--- src/itv_pkg.sv ---
package itv_pkg;

    // Source count and vector numbering
    localparam int NUM_SRC_DEF = 54;
    localparam int NUM_TRAP = 8;
    localparam logic [5:0] VEC_BASE = 6'h08;
    localparam int CODEC_SRC = 41;

    // Trap levels
    localparam logic [3:0] TRAP_LEVEL_BASE = 4'h8;
    localparam int ADDR_ERR_TRAP = 4;

    // Reset fetch addresses
    localparam logic [23:0] RESET_ADDR = 24'h000000;
    localparam logic [23:0] TARGET_ADDR = 24'h000002;

    // Reset request hold, in clock cycles
    localparam logic [3:0] HOLD_CYCLES = 4'h1;

    // Reset and start-up sequence
    typedef enum logic [3:0] {
        ST_RUN    = 4'b0001,
        ST_HOLD   = 4'b0010,
        ST_JUMP   = 4'b0100,
        ST_TARGET = 4'b1000
    } itv_state_e;

    // Vector offered to the core
    typedef struct packed {
        logic valid;
        logic isTrap;
        logic [5:0] number;
        logic [3:0] level;
    } itv_vec_s;

    // Sticky record of reset causes
    typedef struct packed {
        logic external;
        logic software;
        logic lockout;
        logic brownOut;
        logic illegal;
        logic uninitWreg;
        logic watchdog;
    } itv_cause_s;

endpackage

--- src/itv_pin_sync.sv ---
`timescale 1ns/10ps
`default_nettype none

module itv_pin_sync #(
    parameter logic RST_VAL = 1'b0
) (
    input wire logic clk,
    input wire logic rst_b,
    input wire logic pinIn,
    output logic pinClean
);

    logic s1, s2, s3;

    // Three stages; a change counts once the last two agree
    always_ff @(posedge clk or negedge rst_b) begin
        if (!rst_b) begin
            s1 <= RST_VAL;
            s2 <= RST_VAL;
            s3 <= RST_VAL;
            pinClean <= RST_VAL;
        end else begin
            s1 <= pinIn;
            s2 <= s1;
            s3 <= s2;
            if (s2 == s3) begin
                pinClean <= s3;
            end
        end
    end

endmodule // itv_pin_sync

`default_nettype wire

--- src/itv_vector_ctrl.sv ---
// Behaviour
// - Maskable source n is offered as vector n plus 8; source 0 is vector 8.
// - Reset is handled apart and never produces a vector request.
// - Any reset clears the program counter and starts fetching at address zero.
// - Word zero is a jump; its following word is the start address taken.
// - Watchdog expiry forces a reset.
// - Use of an uninitialised working register as pointer forces a reset.
// - Executing an unused opcode forces an illegal-instruction reset.
// - An unused opcode flushed before execution raises nothing.
// - A brown-out report forces a reset.
// - Several trap conditions at once force a lockout reset.
// - Software reset instruction, external and power-on reset all reach the reset vector.
// - Traps are non-maskable with fixed priority.
// - Vectoring through an invalid entry raises the address error trap.
// - A trap is offered only after the offending instruction completes.
// - Traps use levels 8 to 15, so the level's top bit is set.
// - At level 7 all interrupts are masked yet traps still go.
// - Without the codec interface its slot is never requested.
// - Each source has priority 1 to 7; priority 0 disables it.
// - Only a request above the current processor level interrupts.
// - Equal priorities resolve to the lowest source number.
`timescale 1ns/10ps
`default_nettype none

module itv_vector_ctrl
    import itv_pkg::*;
#(
    parameter int NUM_SRC = NUM_SRC_DEF,
    parameter bit HAS_CODEC = 1'b1
) (
    input wire logic clk,
    input wire logic rst_b,
    input wire logic [NUM_SRC-1:0] srcFlag,
    input wire logic [NUM_SRC-1:0] srcEnable,
    input wire logic [NUM_SRC-1:0][2:0] srcPriority,
    input wire logic [3:0] cpuPriorityLevel,
    input wire logic [NUM_TRAP-1:0] trapFlag,
    input wire logic instrDone,
    input wire logic vectorAddrInvalid,
    input wire logic vecTaken,
    input wire logic watchdogExpire,
    input wire logic uninitWregUse,
    input wire logic illegalOpExec,
    input wire logic illegalOpFlushed,
    input wire logic softResetExec,
    input wire logic brownOutPin,
    input wire logic extResetPin_b,
    input wire logic progWordValid,
    input wire logic [23:0] progWord,
    input wire logic causeClear,
    output itv_vec_s vecOut,
    output logic resetReq,
    output logic fetchReq,
    output logic [23:0] fetchAddr,
    output logic pcLoad,
    output logic [23:0] pcValue,
    output itv_cause_s resetCause
);

    itv_state_e state, next_state;
    logic [3:0] holdCnt;
    logic [NUM_TRAP-1:0] trapPend;
    logic trapArmed;
    logic brownOut, extReset_b;

    // Pins from outside the clock domain
    itv_pin_sync #(.RST_VAL(1'b0)) uBorSync (
        .clk(clk),
        .rst_b(rst_b),
        .pinIn(brownOutPin),
        .pinClean(brownOut)
    );

    itv_pin_sync #(.RST_VAL(1'b1)) uExtSync (
        .clk(clk),
        .rst_b(rst_b),
        .pinIn(extResetPin_b),
        .pinClean(extReset_b)
    );

    // Reset cause decode
    wire [NUM_TRAP-1:0] addrErrVec = NUM_TRAP'(vectorAddrInvalid) << ADDR_ERR_TRAP;
    wire [NUM_TRAP-1:0] trapIn = trapFlag | addrErrVec;
    wire illegalEff = illegalOpExec & ~illegalOpFlushed;
    wire lockoutHit = $countones(trapIn) > 1;
    itv_cause_s causeNow;
    assign causeNow.watchdog = watchdogExpire;
    assign causeNow.uninitWreg = uninitWregUse;
    assign causeNow.illegal = illegalEff;
    assign causeNow.brownOut = brownOut;
    assign causeNow.lockout = lockoutHit;
    assign causeNow.software = softResetExec;
    assign causeNow.external = ~extReset_b;
    wire causeAny = |causeNow;
    wire holdDone = (holdCnt >= HOLD_CYCLES - 4'h1);

    // Sequence from reset to the start address
    always_comb begin
        next_state = state;
        unique case (state)
            ST_RUN: begin
                next_state = ST_RUN;
            end
            ST_HOLD: begin
                if (holdDone) begin
                    next_state = ST_JUMP;
                end
            end
            ST_JUMP: begin
                if (progWordValid) begin
                    next_state = ST_TARGET;
                end
            end
            ST_TARGET: begin
                if (progWordValid) begin
                    next_state = ST_RUN;
                end
            end
        endcase
        if (causeAny) begin
            next_state = ST_HOLD;
        end
    end

    // Fetch and program counter drive
    wire leaveHold = (state == ST_HOLD) && holdDone && !causeAny;
    wire gotTarget = (state == ST_TARGET) && progWordValid && !causeAny;
    wire next_fetchReq = (next_state == ST_JUMP) || (next_state == ST_TARGET);
    wire [23:0] next_fetchAddr = (next_state == ST_TARGET) ? TARGET_ADDR : RESET_ADDR;
    wire next_pcLoad = leaveHold || gotTarget;
    wire [23:0] next_pcValue = gotTarget ? progWord : RESET_ADDR;

    always_ff @(posedge clk or negedge rst_b) begin
        if (!rst_b) begin
            state <= ST_HOLD;
            holdCnt <= 4'h0;
        end else begin
            state <= next_state;
            holdCnt <= (state == ST_HOLD && !causeAny) ? holdCnt + 4'h1 : 4'h0;
        end
    end

    // Registered sequence outputs
    always_ff @(posedge clk or negedge rst_b) begin
        if (!rst_b) begin
            resetReq <= 1'b1;
            fetchReq <= 1'b0;
            fetchAddr <= RESET_ADDR;
            pcLoad <= 1'b0;
            pcValue <= RESET_ADDR;
        end else begin
            resetReq <= (next_state == ST_HOLD);
            fetchReq <= next_fetchReq;
            fetchAddr <= next_fetchAddr;
            pcLoad <= next_pcLoad;
            pcValue <= next_pcValue;
        end
    end

    // Sticky causes; a new cause wins over clear
    always_ff @(posedge clk or negedge rst_b) begin
        if (!rst_b) begin
            resetCause <= '0;
        end else begin
            resetCause <= (causeClear ? '0 : resetCause) | causeNow;
        end
    end

    // Maskable source eligibility
    logic [NUM_SRC-1:0] srcEligible;
    always_comb begin
        for (int i = 0; i < NUM_SRC; i++) begin
            srcEligible[i] = srcFlag[i] & srcEnable[i] & (srcPriority[i] != 3'h0);
            if (i == CODEC_SRC && !HAS_CODEC) begin
                srcEligible[i] = 1'b0;
            end
        end
    end

    // Highest priority, lowest number wins a tie
    logic [2:0] bestPrio;
    logic [5:0] bestIdx;
    always_comb begin
        bestPrio = 3'h0;
        bestIdx = 6'h00;
        for (int i = NUM_SRC - 1; i >= 0; i--) begin
            if (srcEligible[i] && srcPriority[i] >= bestPrio) begin
                bestPrio = srcPriority[i];
                bestIdx = 6'(i);
            end
        end
    end

    // Highest pending trap
    logic [2:0] bestTrap;
    always_comb begin
        bestTrap = 3'h0;
        for (int i = 0; i < NUM_TRAP; i++) begin
            if (trapPend[i]) begin
                bestTrap = 3'(i);
            end
        end
    end

    // Level comparison against the core
    wire srcAny = |srcEligible;
    wire [3:0] trapLevel = TRAP_LEVEL_BASE | {1'b0, bestTrap};
    wire takeTrap = (|trapPend) && trapArmed && (trapLevel > cpuPriorityLevel);
    wire takeIrq = srcAny && ({1'b0, bestPrio} > cpuPriorityLevel);
    wire running = (state == ST_RUN);

    itv_vec_s next_vec;
    assign next_vec.valid = running && (takeTrap || takeIrq);
    assign next_vec.isTrap = takeTrap;
    assign next_vec.number = takeTrap ? {3'h0, bestTrap} : bestIdx + VEC_BASE;
    assign next_vec.level = takeTrap ? trapLevel : {1'b0, bestPrio};

    // Taken trap clears its bit unless it rearrives
    wire [NUM_TRAP-1:0] trapTakenBit = (vecTaken && vecOut.valid && vecOut.isTrap) ?
        (NUM_TRAP'(1) << vecOut.number[2:0]) : '0;
    wire [NUM_TRAP-1:0] next_trapPend = (trapPend & ~trapTakenBit) | trapIn;

    always_ff @(posedge clk or negedge rst_b) begin
        if (!rst_b) begin
            trapPend <= '0;
            trapArmed <= 1'b0;
            vecOut <= '0;
        end else begin
            trapPend <= running ? next_trapPend : '0;
            trapArmed <= (next_trapPend != '0) && (trapArmed || instrDone);
            vecOut <= next_vec;
        end
    end

    // Arbitration cross-check: no eligible rival outranks the winner
    logic rivalSeen;
    always_comb begin
        rivalSeen = 1'b0;
        for (int i = 0; i < NUM_SRC; i++) begin
            if (srcEligible[i] && srcPriority[i] > bestPrio) begin
                rivalSeen = 1'b1;
            end
            if (srcEligible[i] && srcPriority[i] == bestPrio && 6'(i) < bestIdx) begin
                rivalSeen = 1'b1;
            end
        end
    end
endmodule // itv_vector_ctrl

`default_nettype wire

--- config.mk ---
export PLATFORM = sky130hd
export DESIGN_NAME = itv_vector_ctrl
export DESIGN_NICKNAME = d
export VERILOG_FILES = /design/src/itv_pkg.sv /design/src/itv_pin_sync.sv /design/src/itv_vector_ctrl.sv
export SDC_FILE = /design/constraint.sdc
export NUM_CORES = 1
export LEC_CHECK = 0
export BUFFER_PORTS_ARGS = -buffer_cell sky130_fd_sc_hd__buf_2
export CORE_AREA = 5 5 167 169
export DETAILED_ROUTE_END_ITERATION = 7
export DIE_AREA = 0 0 172 174
export MAX_ROUTING_LAYER = met4
export PLACE_DENSITY = 0.73
export SKIP_LAST_GASP = 1
export SYNTH_ARGS = -nofsm -noshare
export SYNTH_HDL_FRONTEND = slang
export SYNTH_SLANG_ARGS = --single-unit
--- constraint.sdc ---
create_clock -name clk -period 2.6 [get_ports clk]
set_input_delay 0.26 -clock clk [delete_from_list [all_inputs] [get_ports clk]]
set_output_delay 0.26 -clock clk [all_outputs]
set_load 0.02 [all_outputs]
==> impl_results.md <==
- TritonRoute pass-1 iters: 8
- Ports: 390
- Crit path kind: input pin to register
- Slew @ Worst Pin: 0.753 ns
- PortBufs: 366
- Initial antenna violation count: 14
- Hold_sp: extResetPin_b
- Slowest cell on crit path: or3_4
- Area Overhead vs Synth: 90.9%
- Post-Synthesis Cells: 1,672
- Top cells by area, synth: dfrtp_1, ha_1, nor2_1
- Final GP Congestion: 1.04
- Dpl ws: -63.40 ns
- Startpoint Class: input pin
- Mapped Area: 11,800 um2
- Clock transition at the registers of the reported paths: 0.05 ns
- Rel. slew slack: 0.493
- CTS Buf Count: 9
- Initial Util: 0.447
- Die area: 29,900 um2
- Failing checks: negative setup slack
- Worst Path Max Fanout: 4
- Synth area leader: dfrtp_1
- Slack of the critical path: -63.24 ns
- Chip width: 172 um
- Largest net degree at the start of global routing: 68
- Leakage: 0.0115 uW
- Avg WL per Cell: 20.7 um
- Unique cell type count in the Yosys netlist: 116
- Detail Placement HPWL: 47,900 um
- Hold WC Path Type: input pin to register
- PD cells: 453 nW/um2
- Die H: 174 um
- RR Endpoint: vecOut[2]$_DFF_PN0_
- Hold WS: 0.0298 ns
- Cell with the most instances after synthesis: nor2_1
- YS warnings: 0
- Maximum achievable frequency: 15.2 MHz
- R2R Path Start: trapPend[1]$_DFF_PN0_
- Critical Path End Type: register
- Multi-input logic area: 11,500 um2
- Ys flop type: dfrtp_1
- Register Area: 1680 um2
- Root buf cell: clkbuf_16
- FILL cells: 1,549
- Max-slew violation count: 0
- Clock buffer depth: 2
- GRT Total Usage: 0.384
- Row cnt: 60
- Worst vdd ir: 0.739 mV
- Gr ovfl total: 0
- Fin crit share: 25.3
- 1st-iter DRT viols: 2,166
- FF-to-FF setup slack: -0.63 ns
- Post-layout min period: 65.84 ns
- Crit-path most repeated cell: nand2b_4
- Fin nets: 3,258
- Status: finished with violations
- Total vias in the final route: 19,600
- FF-to-FF path depth: 13
- Vias in the first global route: 18,800
- First-pass GRT wire length: 91,800 um
- CP max stage delay: 0.41 ns
- Antenna Nets Post-Route: 0
- Worst Hold End: uExtSync.s1$_DFF_PN1_
- Data arrival, critical path: 66.04 ns
- DRT Wirelength: 66,800 um
- CTS tree: built
- Fin. Hold Viols: 0
- EDFF count, synth: 0
- Num Clock Sinks: 67
- RSZ-0062 raised after global routing: true
- Clk_lat worst skew: 0.33 ns
- Max Cap Violations: 0
- Worst Skew: 0.00696 ns
- Final number of setup-violating endpoints: 43
- H-tree depth: 3
- Seq/Total Area, Yosys: 0.142
- Post-route setup TNS: -660.27 ns
- Residual DRC count: 0
- Synth top area share: 0.129
- Syn avg cell area: 7.07 um2
- Share of flip-flops with an asynchronous set or reset: 1.00
- Yosys reg bits: 67
- CP required: 2.80 ns
- WHS Path Cells: 1
- Layout cell share with drive strength beyond 1: 0.563
- Post-layout util: 0.854
- Vias per cell: 6.09
- Top cells by count, synth: nor2_1, nand2_1, a21oi_1
- Core Box Area: 26,400 um2
## final cells by class
type | instances | share of cell area
multi-input cells | 1478 | 0.508
repair buffers | 1201 | 0.366
flip-flops and latches | 67 | 0.0746
well taps | 341 | 0.0189
inverters | 107 | 0.0178
clock buffers | 14 | 0.0117
diodes | 16 | 0.00177
clock inverters | 2 | 0.00155
## report_power, final
| part | internal [uW] | switching (uW) | total, uW | leakage, uW |
|---|---|---|---|---|
| registers | 1130 | 89.7 | 1220 | 0.000856 |
| clock network | 793 | 422 | 1220 | 0.000147 |
| logic | 4050 | 3740 | 7790 | 0.0105 |
| total | 5980 | 4250 | 10200 | 0.0115 |
## critical path: cells and delay by family
| kind | cells | cell delay [ns] |
|---|---|---|
| buf+inv | 16 | 1.61 |
| simple gates | 139 | 17.99 |
| mux | 9 | 2.69 |
| fa+ha+maj | 72 | 19.72 |
| compound gates | 145 | 23.62 |
## metal layers
layer  share of wire  routed length [um]  track usage
met5               0                   0            -
met4           0.084                5590        0.221
met3           0.084                5640       0.0448
met2            0.49               32600        0.676
met1            0.34               23000        0.412
## worst max path at each step
stage	slack, ns	depth (start not counted)	start	to
final	-63.24	381	srcPriority[159]	vecOut[11]$_DFF_PN0_
after global routing	-66.06	384	srcPriority[156]	vecOut[11]$_DFF_PN0_
after CTS	-62.73	383	srcFlag[53]	vecOut[11]$_DFF_PN0_
after detailed placement	-63.40	384	srcFlag[53]	vecOut[11]$_DFF_PN0_
after global placement	-61.31	383	srcFlag[53]	vecOut[11]$_DFF_PN0_
after floorplan	-60.98	380	srcEnable[53]	vecOut[11]$_DFF_PN0_
## logic make-up after synthesis
| group | share of synthesized area |
|---|---|
| fa+ha+maj | 0.0981 |
| xor+xnor | 0.00148 |
| mux | 0.0186 |
| other cells | 0.000317 |
| buf+inv | 0.0563 |
| flops | 0.142 |
| simple gates | 0.326 |
| compound gates | 0.357 |
## state kept, by name (all words and copies together) (netlist names), 4 cells and up
register	flops
pcValue	24
vecOut	11
trapPend	8
resetCause	7
state	4
## through the flow
stage                     instance area, um2  power, uW  instances
final                                  22600      10200       3226
after global routing                   22600      10700       3224
after CTS                              21400       9150       3164
after detailed placement               20600       7750       3105
after global placement                 20600       7530       3105
after floorplan                        13000       4860       1694
## layout by cell type (no fill, tap or decap), drive strengths merged, types with 27 or more instances in the layout
cell type     n
a21o         33
a21oi       118
a31oi        31
and2         51
and3         45
buf        1199
dfrtp        61
ha           70
inv         107
nand2       183
nand2b       60
nand3        91
nor2        187
nor3         44
o21a         27
o21ai       100
o311ai       35
## what timing repair did
action / CTS / global route
endpoints found under the hold margin: 61 / 0
gates cloned: 2 / 1
hold buffers: 1 / 0
resized for setup: 40 / 159
setup buffers: 46 / 53
endpoints found under the setup margin: 43 / 43
pin swaps: 29 / 188
No activity file was read; power rests on OpenSTA's default activity.
